## src/hdl/irq_scope_pkg.sv

```systemverilog
package irq_scope_pkg;
  // ==========================================================
  // widths
  localparam int SCP_W = 8;
  localparam int DP_W = 8;
  localparam int CHAN_W = 8;
  localparam int DEV_NUM_W = 4;
  localparam int MISC_W = 8;
  localparam int STD_W = 16;
  // ==========================================================
  // reset values
  localparam logic [SCP_W-1:0] SCP_MASK_RST = 8'h00;
  localparam logic [DP_W-1:0] DP_MASK_RST = 8'h00;
  localparam logic [SCP_W-1:0] SCP_STATUS_RST = 8'h00;
  localparam logic [DP_W-1:0] DP_STATUS_RST = 8'h00;
  localparam logic [CHAN_W-1:0] CHAN_EN_RST = 8'h00;
  localparam logic [DEV_NUM_W-1:0] DEV_NUM_RST = 4'h0;
  localparam logic BANK_RST = 1'b0;
  localparam logic CLK_STOP_MODE_RST = 1'b0;
  localparam logic [MISC_W-1:0] MISC_RST = 8'h00;
  // standard masks come out of reset blocking every source
  localparam logic [STD_W-1:0] STD_MASK_RST = 16'hffff;
endpackage

```

## src/hdl/irq_status_cell.sv

```systemverilog
`timescale 1ns/1ps
`default_nettype none
module irq_status_cell (
  // clock and reset (reset acts without the clock)
  input wire logic clk,
  input wire logic rst_n,
  // source and host access
  input wire logic src,
  input wire logic rd,
  input wire logic unmask,
  // state
  output logic status,
  output logic pend
);
  logic src_d_reg;
  logic status_reg;
  logic status_next;
  logic pend_reg;
  logic pend_next;
  wire src_rise = src & ~src_d_reg;

  // [RULE11] [RULE12] any source sets status
  // [RULE14] sticky until read with source gone
  assign status_next = src | (status_reg & ~rd);
  // [RULE15] a read drops the pending mark even if the source stays
  // [RULE16] unmasking a set bit re-arms it
  assign pend_next = src_rise | (unmask & status_reg) | (pend_reg & ~rd);

  always_ff @(posedge clk or negedge rst_n) begin
    if (!rst_n) begin
      src_d_reg <= 1'b0;
      status_reg <= 1'b0;
      pend_reg <= 1'b0;
    end else begin
      src_d_reg <= src;
      status_reg <= status_next;
      pend_reg <= pend_next;
    end
  end

  assign status = status_reg;
  assign pend = pend_reg;
endmodule // irq_status_cell
`default_nettype wire

```

## src/hdl/codec_irq_reset_scope.sv

```systemverilog
// Summary of operation
// [RULE1] every reset, sync loss too, restores bus masks, bank, address, channel enables.
// [RULE2] bus interrupt status clears on hard resets, survives sync loss.
// [RULE3] other bus-side registers reset only by power-on or device hard reset.
// [RULE4] codec registers reset on device and bus hard reset, not sync loss.
// [RULE5] bus hard reset: bus reset, forced reset bit, or clock-stop exit; the code counts clock-stop exit only while clk_stop_mode_reg is set.
// [RULE6] all resets here act asynchronously, without waiting for a clock edge.
// [RULE7] bus control and port statuses fold into one general status output.
// [RULE8] manager software reads the status registers to find the source.
// [RULE9] bus interrupt mask bit set allows, cleared blocks the source.
// [RULE10] standard mask bit set blocks that event from the pin.
// [RULE11] unmasked event sets status and asserts the pin.
// [RULE12] masked event sets status, pin unchanged.
// [RULE13] pin stays asserted until every set, unmasked bit is read.
// [RULE14] status stays set until read and its condition is gone.
// [RULE15] read with condition present keeps bit but drops the pin.
// [RULE16] unmasking an already set bit asserts the pin.
// [RULE17] host reads status after enabling a path to flush start-up flags.
// [RULE18] event bits clear on read; condition bits stay while present.
// [RULE19] pin is active low, registered OR of set, unmasked bits.
`timescale 1ns/1ps
`default_nettype none
module codec_irq_reset_scope #(
  parameter int SCP_W = irq_scope_pkg::SCP_W,
  parameter int DP_W = irq_scope_pkg::DP_W,
  parameter int CHAN_W = irq_scope_pkg::CHAN_W,
  parameter int STD_W = irq_scope_pkg::STD_W
) (
  // clock and power-on / device hard reset
  input wire logic clk,
  input wire logic rst_n,
  // bus reset causes
  input wire logic bus_reset,
  input wire logic force_reset,
  input wire logic clk_stop_exit,
  input wire logic sync_loss,
  // bus-side configuration writes
  input wire logic sdw_cfg_wr,
  input wire logic [SCP_W-1:0] scp_mask_in,
  input wire logic [DP_W-1:0] dp_mask_in,
  input wire logic bank_in,
  input wire logic [irq_scope_pkg::DEV_NUM_W-1:0] dev_num_in,
  input wire logic [CHAN_W-1:0] chan_en_in,
  input wire logic clk_stop_mode_in,
  input wire logic [irq_scope_pkg::MISC_W-1:0] misc_in,
  // bus interrupt sources and write-one clear
  input wire logic [SCP_W-1:0] scp_evt,
  input wire logic [DP_W-1:0] dp_evt,
  input wire logic sdw_status_clr,
  input wire logic [SCP_W-1:0] scp_clr_bits,
  input wire logic [DP_W-1:0] dp_clr_bits,
  // standard interrupt sources and host access
  input wire logic [STD_W-1:0] std_src,
  input wire logic [STD_W-1:0] std_rd,
  input wire logic std_mask_wr,
  input wire logic [STD_W-1:0] std_mask_in,
  // bus-side register state
  output logic [SCP_W-1:0] scp_mask_reg,
  output logic [DP_W-1:0] dp_mask_reg,
  output logic bank_reg,
  output logic [irq_scope_pkg::DEV_NUM_W-1:0] dev_num_reg,
  output logic [CHAN_W-1:0] chan_en_reg,
  output logic clk_stop_mode_reg,
  output logic [irq_scope_pkg::MISC_W-1:0] misc_reg,
  output logic [SCP_W-1:0] scp_status_reg,
  output logic [DP_W-1:0] dp_status_reg,
  output logic sdw_gen_irq_reg,
  // standard interrupt state and pin
  output logic [STD_W-1:0] std_status_reg,
  output logic [STD_W-1:0] std_mask_reg,
  output logic irq_n_reg
);
  // ==========================================================
  // reset scopes
  // causes are treated as glitch-free levels from their own flops
  wire sdw_hard_rst;
  wire all_rst_n;
  wire codec_rst_n;
  // [RULE5] three causes of bus hard reset
  assign sdw_hard_rst = bus_reset | force_reset | (clk_stop_exit & clk_stop_mode_reg);
  // [RULE6] reset nets feed flop reset pins directly
  assign all_rst_n = rst_n & ~sdw_hard_rst & ~sync_loss;
  assign codec_rst_n = rst_n & ~sdw_hard_rst;

  // ==========================================================
  // registers cleared by every reset
  // [RULE1] masks, bank, device number, channel enables
  always_ff @(posedge clk or negedge all_rst_n) begin
    if (!all_rst_n) begin
      scp_mask_reg <= irq_scope_pkg::SCP_MASK_RST;
      dp_mask_reg <= irq_scope_pkg::DP_MASK_RST;
      bank_reg <= irq_scope_pkg::BANK_RST;
      dev_num_reg <= irq_scope_pkg::DEV_NUM_RST;
      chan_en_reg <= irq_scope_pkg::CHAN_EN_RST;
    end else if (sdw_cfg_wr) begin
      scp_mask_reg <= scp_mask_in;
      dp_mask_reg <= dp_mask_in;
      bank_reg <= bank_in;
      dev_num_reg <= dev_num_in;
      chan_en_reg <= chan_en_in;
    end
  end

  // ==========================================================
  // registers cleared only by power-on / device hard reset
  // [RULE3] the clock-stop selection must survive the reset it causes
  always_ff @(posedge clk or negedge rst_n) begin
    if (!rst_n) begin
      clk_stop_mode_reg <= irq_scope_pkg::CLK_STOP_MODE_RST;
      misc_reg <= irq_scope_pkg::MISC_RST;
    end else if (sdw_cfg_wr) begin
      clk_stop_mode_reg <= clk_stop_mode_in;
      misc_reg <= misc_in;
    end
  end

  // ==========================================================
  // bus interrupt status, kept across sync loss
  wire [SCP_W-1:0] scp_status_next;
  wire [DP_W-1:0] dp_status_next;
  wire gen_irq_next;
  // new events win over a clear in the same cycle
  assign scp_status_next = scp_evt |
    (scp_status_reg & ~(scp_clr_bits & {SCP_W{sdw_status_clr}}));
  assign dp_status_next = dp_evt |
    (dp_status_reg & ~(dp_clr_bits & {DP_W{sdw_status_clr}}));
  // [RULE7] general status; [RULE9] mask set means allowed
  assign gen_irq_next = |(scp_status_reg & scp_mask_reg) | |(dp_status_reg & dp_mask_reg);

  // [RULE2] cleared by hard resets only
  always_ff @(posedge clk or negedge codec_rst_n) begin
    if (!codec_rst_n) begin
      scp_status_reg <= irq_scope_pkg::SCP_STATUS_RST;
      dp_status_reg <= irq_scope_pkg::DP_STATUS_RST;
      sdw_gen_irq_reg <= 1'b0;
    end else begin
      scp_status_reg <= scp_status_next;
      dp_status_reg <= dp_status_next;
      sdw_gen_irq_reg <= gen_irq_next;
    end
  end

  // ==========================================================
  // standard interrupts
  wire [STD_W-1:0] std_status;
  wire [STD_W-1:0] std_pend;
  wire [STD_W-1:0] std_unmask;
  wire pin_active;
  assign std_unmask = {STD_W{std_mask_wr}} & std_mask_reg & ~std_mask_in;
  // [RULE11] [RULE13] pin follows pending bits
  // [RULE10] [RULE19] set mask blocks, pin is OR of pending unmasked bits
  assign pin_active = |(std_pend & ~std_mask_reg);

  genvar gi;
  generate
    for (gi = 0; gi < STD_W; gi++) begin : g_cell
      // [RULE18] one cell serves both event and condition bits
      irq_status_cell u_cell (
        .clk(clk),
        .rst_n(codec_rst_n),
        .src(std_src[gi]),
        .rd(std_rd[gi]),
        .unmask(std_unmask[gi]),
        .status(std_status[gi]),
        .pend(std_pend[gi])
      );
    end
  endgenerate

  // [RULE4] codec-side state shares the hard-reset scope
  always_ff @(posedge clk or negedge codec_rst_n) begin
    if (!codec_rst_n) begin
      std_mask_reg <= irq_scope_pkg::STD_MASK_RST;
      std_status_reg <= '0;
      irq_n_reg <= 1'b1;
    end else begin
      if (std_mask_wr) begin
        std_mask_reg <= std_mask_in;
      end
      std_status_reg <= std_status;
      irq_n_reg <= ~pin_active;
    end
  end

  // ==========================================================
  // checks
  logic [STD_W-1:0] chk_src_d_reg;
  always_ff @(posedge clk or negedge codec_rst_n) begin
    if (!codec_rst_n) begin
      chk_src_d_reg <= '0;
    end else begin
      chk_src_d_reg <= std_src;
    end
  end
  wire unmasked_rise = |(std_src & ~chk_src_d_reg & ~std_mask_reg);
endmodule // codec_irq_reset_scope
`default_nettype wire

```

## config.mk

```make
export PLATFORM = sky130hd
export DESIGN_NAME = codec_irq_reset_scope
export DESIGN_NICKNAME = d
export VERILOG_FILES = /design/src/hdl/irq_scope_pkg.sv /design/src/hdl/irq_status_cell.sv /design/src/hdl/codec_irq_reset_scope.sv
export SDC_FILE = /design/constraint.sdc
export NUM_CORES = 1
export LEC_CHECK = 0
export BUFFER_PORTS_ARGS = -buffer_cell sky130_fd_sc_hd__buf_4
export CELL_PAD_IN_SITES_DETAIL_PLACEMENT = 0
export CELL_PAD_IN_SITES_GLOBAL_PLACEMENT = 2
export CORE_ASPECT_RATIO = 1.25
export CORE_MARGIN = 3
export CORE_UTILIZATION = 33
export DETAILED_ROUTE_END_ITERATION = 7
export PLACE_DENSITY_LB_ADDON = 0.3
export SETUP_SLACK_MARGIN = 0.2
export SLEW_MARGIN = 10
export SYNTH_ARGS = -nofsm -noshare
export SYNTH_HDL_FRONTEND = slang
export SYNTH_SLANG_ARGS = --single-unit
```

## constraint.sdc

```tcl
create_clock -name clk -period 14.7 [get_ports clk]
set_input_delay 2.94 -clock clk [delete_from_list [all_inputs] [get_ports clk]]
set_output_delay 2.94 -clock clk [all_outputs]
set_load 0.05 [all_outputs]
```

==> impl_metrics.tcl, run 1 <==
set metrics [dict create \
    crit_top_cell "buf_4" \
    yosys-top-cells-area "dfrtp_1 (58%), dfstp_2 (8.7%), mux2_2 (7.4%), mux2_4 (5.8%), a21o_1 (4.1%)" \
    crit_fanout 61 \
    ys_seq_area_frac 0.665 \
    synth_cells 344 \
    fin_nets 698 \
    drtAntennaViolNets 0 \
    finalSetupTns_ns 0 \
    die_area_mm2 0.0171 \
    cts.clk_slew.worst_paths_ns 0.06 \
    postCtsSetupRepairBufs 0 \
    diodes 0 \
    syn_to_final_growth_pct 47.0 \
    ys_warn_count 0 \
    cts_resized 0 \
    synth-seq-cells 136 \
    power_uw 1060 \
    tightest_slew_ns 0.758 \
    crit_chain "buf_4 > inv_1 > a2111oi_4 > buf_4 > buf_4" \
    synth.cell_area_mm2 0.00515 \
    hpwl_um 10200 \
    setup_viol 0 \
    ys.flop_type "dfrtp_1" \
    crit_type "input port to asynchronous set/reset pin" \
    io-pin-count 215 \
    grt_max_degree 62 \
    io_buffers 214 \
    powerDensity_mw_per_mm2 139 \
    irDropWorstVdd_mv 0.0914 \
    rows 50 \
    clockRootBuffer "clkbuf_16" \
    status "finished, final reports clean" \
    worst_ep_arrival_time_ns 4.75 \
    cts_made_buffers 17 \
    synth_cell_type_count 24 \
    clock_skew_ns 0.00648 \
    synth_largest_area_cell "dfrtp_1" \
    first_global_vias 3801 \
    fill_cells 1389 \
    initial_core_util 0.340 \
    drtIter0Drc 104 \
    post_route_cells_drive_above_1_share 0.551 \
    fmax_mhz 233 \
    cp-end-kind "asynchronous set/reset pin" \
    crit_path_max_incr_delay_ns 0.71 \
    syn_nets 471 \
    rsz0062_at_grt "false" \
    synth-edff-count 0 \
    vias 3603 \
    ys_top_cells_by_count "dfrtp_1 (119), inv_1 (37), mux2_2 (34), a21o_1 (28), mux2_4 (20)" \
    synth_top_area_share 0.578 \
    cts-htree-levels 4 \
    cts_tree "built" \
    post_drt_wl_per_cell_um 16.9 \
    drc_errors 0 \
    grt_antenna_before_repair 0 \
    drt_wl_total_um 13400 \
    fin_crit_sh 0.292 \
    grt_pass1_wl_um 21000 \
    overflow 0 \
    core_mm2 0.0151 \
    grt.total_usage 0.157 \
    gp_congestion 0.787 \
    firstDrtPassIters 4 \
    slew_viol_final 0 \
    dpl_worst_slack_ns 9.85 \
    hold_viol_final 0 \
    hold_path.class "register to register" \
    leakage_uw 0.00383 \
    relSlewSlack 0.495 \
    die_w_um 118 \
    clock_latency_ns 0.41 \
    avgSynthCellArea_um2 15.0 \
    yosysMostFrequentCell "dfrtp_1" \
    vias_per_cell 4.55 \
    finalWorstSetupSlack_ns 10.40 \
    fp.dieH_um 146 \
    required_ns 15.15 \
    hold_buffers 0 \
    slowest_stage "buf_4" \
    fin_cells 792 \
    clkSinkCount 136 \
    placedCellCount 760 \
    synthArstFlopShare 1.00 \
    clock_path_buffers 2 \
    period_minus_slack_ns 4.30 \
    drv_cap 0 \
    start_kind "input port" \
]
## cell type report
cell class / count / area (µm²) / share of cell area
well taps: 208 / 260 / 0.0344
repair buffers: 217 / 1630 / 0.215
clock inverters: 13 / 153 / 0.0202
clock buffers: 19 / 453 / 0.0598
flip-flops and latches: 136 / 3420 / 0.452
multi-input cells: 162 / 1510 / 0.200
inverters: 37 / 139 / 0.0183
## cell usage in the layout (no fill, tap or decap), types with 6 or more instances in the layout
cell type | synthesis | layout
and4b_1 | 12 | 12
dfrtp_1 | 119 | 119
inv_1 | 37 | 37
nand2_1 | 16 | 16
clkbuf_16 | 0 | 17
mux2_2 | 34 | 34
dfstp_2 | 17 | 17
a21o_1 | 28 | 28
a221o_1 | 12 | 12
clkinv_2 | 0 | 6
nand2b_1 | 12 | 12
buf_4 | 2 | 217
mux2_4 | 20 | 20
## critical path: cells and delay by family
kind / cells / cell delay, ns
buffers and inverters: 4 / 1.45
AO/OA/AOI/OAI: 1 / 0.32
## where the power goes
part / leakage [µW] / switching (µW) / total, µW / internal, µW
Clock: 0.000298 / 155 / 429 / 274
Sequential: 0.00164 / 21.6 / 431 / 410
Combinational: 0.00189 / 116 / 195 / 78.6
Total: 0.00383 / 293 / 1060 / 762
## per-stage QoR
stage	hold slack, ns	cell area (µm²)	util
final	0.393	7570	0.500
after global placement	0.378	6970	0.460
after floorplan	0.368	5150	-
after detailed placement	0.385	6970	0.460
after global routing	0.402	7570	0.500
after CTS	0.396	7570	0.500
## worst paths after layout
path	from	to	slack [ns]	depth (start not counted)
worst min-delay path	g_cell[6].u_cell.status	std_status_reg[6]	0.39	0
max in group clk	std_mask_reg[12]	std_mask_reg[12]	10.58	1
min in group asynchronous	clk_stop_mode_reg	dp_status_reg[6]	0.79	2
worst min register to register	g_cell[6].u_cell.status	std_status_reg[6]	0.39	0
worst max register to register	clk_stop_mode_reg	std_status_reg[11]	12.75	3
worst max-delay path	rst_n	std_status_reg[11]	10.40	5
## cell families after synthesis
logic type | share of synthesized area
DFF | 0.665
AOI/OAI and AO/OA | 0.101
muxes | 0.133
and+or+nand+nor | 0.0600
buffers and inverters | 0.0416
## metal layers
metal	global-route usage	routed length [µm]
met1	0.191	5490
met4	0.0493	161
met5	0	0
met3	0.0661	1190
met2	0.255	6560
No activity file was read; power rests on OpenSTA's default activity.
==> run 2, diff against run 1 <==
Settings changed: ABC_AREA set to 1, CORE_UTILIZATION 33 to 29.
Clock period 14.7 ns to 4.5 ns, I/O delays scaled along.
==> impl_metrics.tcl, run 2 <==
set metrics [dict create \
    relSlewSlack 0.350 \
    synth-edff-count 0 \
    tightest_slew_ns 0.974 \
    gp_congestion 0.799 \
    cts_tree "built" \
    yosysMostFrequentCell "dfrtp_1" \
    clock_latency_ns 0.41 \
    vias 3929 \
    hold_buffers 0 \
    fp.dieH_um 155 \
    clock_path_buffers 2 \
    powerDensity_mw_per_mm2 452 \
    setup_viol 0 \
    path_buf_inv 1 \
    ys_seq_area_frac 0.668 \
    synthArstFlopShare 1.00 \
    cts_made_buffers 17 \
    crit_path_max_incr_delay_ns 0.55 \
    io_buffers 214 \
    fill_cells 1673 \
    ys.flop_type "dfrtp_1" \
    avgSynthCellArea_um2 11.7 \
    post_drt_wl_per_cell_um 14.9 \
    yosys-top-cells-area "dfrtp_1 (58%), dfstp_2 (8.7%), nand2_1 (8.1%), mux2_4 (5.9%), mux2_2 (4.0%)" \
    irDropWorstVdd_mv 0.212 \
    cp-end-kind "output pin" \
    seq_power_share 0.408 \
    hpwl_um 10000 \
    postCtsSetupRepairBufs 0 \
    synth.cell_area_mm2 0.00513 \
    grt.total_usage 0.141 \
    diodes 0 \
    cts.clk_slew.worst_paths_ns 0.06 \
    leakage_uw 0.00397 \
    ys_top_cells_by_count "dfrtp_1 (119), nand2_1 (111), inv_1 (53), nor2_1 (23), mux2_4 (20)" \
    clock_skew_ns 0.00670 \
    syn_to_final_growth_pct 48.2 \
    syn_nets 567 \
    clockRootBuffer "clkbuf_16" \
    period_minus_slack_ns 2.06 \
    synth_cell_type_count 19 \
    vias_per_cell 4.36 \
    comb_power_share 0.184 \
    drtAntennaViolNets 0 \
    layout_commonest_cell "buf_4" \
    io-pin-count 215 \
    drc_errors 0 \
    crit_fanout 3 \
    final_util 0.444 \
    post_route_cells_drive_above_1_share 0.445 \
    required_ns 3.60 \
    finalSetupTns_ns 0 \
    hold_viol_final 0 \
    ys_warn_count 0 \
    drt_wl_total_um 13400 \
    hold_path.class "input port to asynchronous set/reset pin" \
    firstDrtPassIters 4 \
    power_uw 3440 \
    crit_type "register to output pin" \
    grt_pass1_wl_um 21500 \
    fin_crit_sh 0.459 \
    die_w_um 125 \
    drv_cap 0 \
    rsz0062_at_grt "false" \
    grt_max_degree 64 \
    worst_ep_arrival_time_ns 1.16 \
    internal-power_uw 2480 \
    slowest_stage "dfstp_2" \
    p_sw_frac 0.279 \
    fin_nets 795 \
    status "finished, final reports clean" \
    synth_largest_area_cell "dfrtp_1" \
    slew_viol_final 0 \
    crit_chain "buf_4" \
    critPathTopFamily "flip-flops" \
    initial_core_util 0.300 \
    cts-htree-levels 4 \
    clockPowerShare 0.408 \
    overflow 0 \
    core_mm2 0.0171 \
    clkSinkCount 136 \
    layout_common_cells "buf_4 (218), dfrtp_1 (119), nand2_1 (111), inv_1 (53), nor2_1 (23)" \
    fmax_mhz 485 \
    first_global_vias 4133 \
    start_kind "register" \
    synth_cells 440 \
    drtIter0Drc 179 \
    cts_resized 0 \
    power.switching_uw 959 \
    grt_antenna_before_repair 0 \
    rows 53 \
    die_area_mm2 0.0193 \
    synth_top_area_share 0.581 \
    synth-seq-cells 136 \
]
## run 2: per-layer routing
metal,GRT usage,vias to the layer above,share of wire
li1,-,1867,-
met4,0.0527,0,0.016
met3,0.0553,18,0.095
met2,0.217,171,0.46
met5,0,-,0
met1,0.180,1873,0.43
## run 2: layout make-up
class / instances / area, µm² / share of cell area
inverters: 53 / 199 / 0.0262
clock buffers: 24 / 472 / 0.0621
well taps: 220 / 275 / 0.0362
flip-flops and latches: 136 / 3420 / 0.451
multi-input cells: 242 / 1470 / 0.193
clock inverters: 8 / 124 / 0.0163
repair buffers: 218 / 1640 / 0.215
## run 2: final timing paths
path                                          from                         end  slack (ns)  depth (start not counted)
max                               std_mask_reg[10]            std_mask_reg[10]        2.44                          1
min in group clk           g_cell[3].u_cell.status           std_status_reg[3]        0.40                          0
max reg2reg                      clk_stop_mode_reg  g_cell[0].u_cell.src_d_reg        3.10                          4
min                                          rst_n                 misc_reg[2]        0.31                          1
max in group asynchronous              force_reset  g_cell[0].u_cell.src_d_reg        2.73                          4
min reg2reg                g_cell[3].u_cell.status           std_status_reg[3]        0.40                          0
## run 2: cell families (layout without fill, tap and decap cells)
logic type | after synthesis | count (layout) | share of synthesized area
mux | 38 | 38 | 0.0981
compound gates | 48 | 48 | 0.0625
flops | 136 | 136 | 0.668
simple gates | 156 | 156 | 0.121
buf+inv | 62 | 303 | 0.0510
## run 2: worst reg2reg max path, delay by kind of cell (launching register included)
family	cells	cell delay, ns
buffers and inverters	2	0.75
AND/OR/NAND/NOR	2	0.26
flip-flops	1	0.39
## run 2: power groups by stage
| stage | clock network (µW) | registers (µW) | logic, µW |
|---|---|---|---|
| after CTS | 1440 | 1400 | 643 |
| after detailed placement | 0 | 1420 | 641 |
| final | 1400 | 1400 | 632 |
| after global routing | 1500 | 1420 | 675 |
| after global placement | 0 | 1420 | 635 |
| after floorplan | 0 | 1650 | 159 |
## run 2: stage by stage
stage	setup slack (ns)	cell area, µm²	hold WS, ns	std cells
after floorplan	0.209	5150	0.375	440
after global placement	2.21	7000	0.390	869
after detailed placement	2.14	7000	0.389	869
after CTS	2.41	7600	0.290	901
after global routing	2.39	7600	0.292	901
final	2.44	7600	0.308	901
==> run 3, diff against run 2 <==
Settings changed: ABC_AREA 1 to 0, CORE_UTILIZATION 29 to 31.
Clock period 4.5 ns to 2.1 ns, I/O delays scaled along.
==> impl_metrics.tcl, run 3 (synthesized netlist as in run 1, its figures left out) <==
set metrics [dict create \
    rsz0062_at_grt "false" \
    irDropWorstVdd_mv 0.492 \
    cts_made_buffers 17 \
    post_route_cells_drive_above_1_share 0.547 \
    period_minus_slack_ns 1.62 \
    worst_ep_arrival_time_ns 2.13 \
    clock_path_buffers 2 \
    clock_skew_ns 0.00712 \
    leakage_uw 0.00384 \
    gp_congestion 0.741 \
    grt_antenna_before_repair 0 \
    setup_viol 0 \
    clockRootBuffer "clkbuf_16" \
    hold_path.class "input port to asynchronous set/reset pin" \
    cts.clk_slew.worst_paths_ns 0.06 \
    die_area_mm2 0.0182 \
    cts-htree-levels 4 \
    hpwl_um 10100 \
    postCtsSetupRepairBufs 0 \
    diodes 0 \
    vias 3613 \
    io-pin-count 215 \
    relSlewSlack 0.602 \
    final_util 0.469 \
    fmax_mhz 616 \
    drv_cap 0 \
    firstDrtPassIters 4 \
    layout_commonest_cell "buf_4" \
    power_uw 7360 \
    drtIter0Drc 162 \
    fin_crit_sh 0.773 \
    drc_errors 0 \
    hold_viol_final 0 \
    grt.total_usage 0.148 \
    overflow 0 \
    crit_type "input port to asynchronous set/reset pin" \
    fill_cells 1528 \
    fin_cells 801 \
    clkSinkCount 136 \
    initial_core_util 0.317 \
    cts_tree "built" \
    tightest_slew_ns 0.597 \
    syn_to_final_growth_pct 48.0 \
    fp.dieH_um 150 \
    post_drt_wl_per_cell_um 16.6 \
    drtAntennaViolNets 0 \
    clock_latency_ns 0.40 \
    cp-end-kind "asynchronous set/reset pin" \
    required_ns 2.61 \
    drt_wl_total_um 13300 \
    rows 52 \
    fin_nets 699 \
    core_mm2 0.0163 \
    status "finished, final reports clean" \
    vias_per_cell 4.51 \
    layout_common_cells "buf_4 (214), dfrtp_1 (118), inv_1 (37), mux2_2 (34), a21o_1 (28)" \
    grt_max_degree 67 \
    placedCellCount 768 \
    slew_viol_final 0 \
    first_global_vias 3801 \
    start_kind "input port" \
    io_buffers 214 \
    grt_pass1_wl_um 20600 \
    crit_fanout 66 \
    powerDensity_mw_per_mm2 965 \
    die_w_um 121 \
]
==> run 3: cell types whose count changed in the layout (fill, tap and decap cells not counted), moves of 16 or more <==
cell	before	now
nand2_1	111	16
nor2_1	23	0
a21oi_1	16	0
inv_1	53	37
mux2_2	18	34
nand3_1	16	0
o211ai_1	16	0
==> run 3: routing by layer <==
| layer | part of all wire | vias to the layer above | GRT usage | wire, µm |
|---|---|---|---|---|
| met3 | 0.11 | 7 | 0.0677 | 1480 |
| met4 | 0.0081 | 0 | 0.0454 | 108 |
| met1 | 0.40 | 1756 | 0.176 | 5310 |
| met2 | 0.48 | 167 | 0.239 | 6400 |
| met5 | 0 | - | 0 | 0 |
| li1 | - | 1683 | - | - |
==> run 3: worst max-delay path, stage by stage <==
cell and delay [ns]:
dlygate4sd3_1 0.53, buf_4 0.18, inv_1 0.08, a2111oi_4 0.50, buf_12 0.36
==> run 3: area by class of cell <==
class                   instances  area (µm²)  share of cell area
clock buffers                  25         505              0.0663
flip-flops and latches        136        3430               0.450
repair buffers                218        1680               0.220
clock inverters                 7        91.3              0.0120
multi-input cells             162        1510               0.198
inverters                      37         139              0.0182
well taps                     216         270              0.0355
==> run 3: report_power, final <==
group	switching [µW]	internal, µW
clock	1060	1900
combinational	813	557
sequential	151	2870
total	2030	5330
==> run 3: worst paths after layout <==
path                                               from  slack [ns]                    endpoint  cells past startpoint
worst max register to register          scp_mask_reg[0]        0.78             sdw_gen_irq_reg                      3
worst min-delay path                          sync_loss        0.13              dev_num_reg[1]                      3
worst max-delay path                              rst_n        0.48            std_mask_reg[12]                      5
min in group clk                             std_src[0]        0.13  g_cell[0].u_cell.src_d_reg                      1
worst min register to register  g_cell[1].u_cell.status        0.40           std_status_reg[1]                      0
max in group clk                        std_mask_reg[0]        0.51             std_mask_reg[0]                      1
==> run 3: what timing repair did <==
item,in CTS,in global routing
setup endpoints to repair,0,0
endpoints found under the hold margin,9,0
hold buffers,1,0
gates resized for setup,0,0
==> run 3: through the flow <==
step / cell area [µm²] / TNS, ns / setup WS, ns / hold WS, ns
floorplan: 5150 / -371.14 / -3.39 / 0.124
global placement: 7010 / 0 / 0.598 / 0.250
detailed placement: 7010 / 0 / 0.573 / 0.254
CTS: 7620 / 0 / 0.457 / 0.100
global route: 7620 / 0 / 0.364 / 0.0991
finish: 7620 / 0 / 0.477 / 0.130
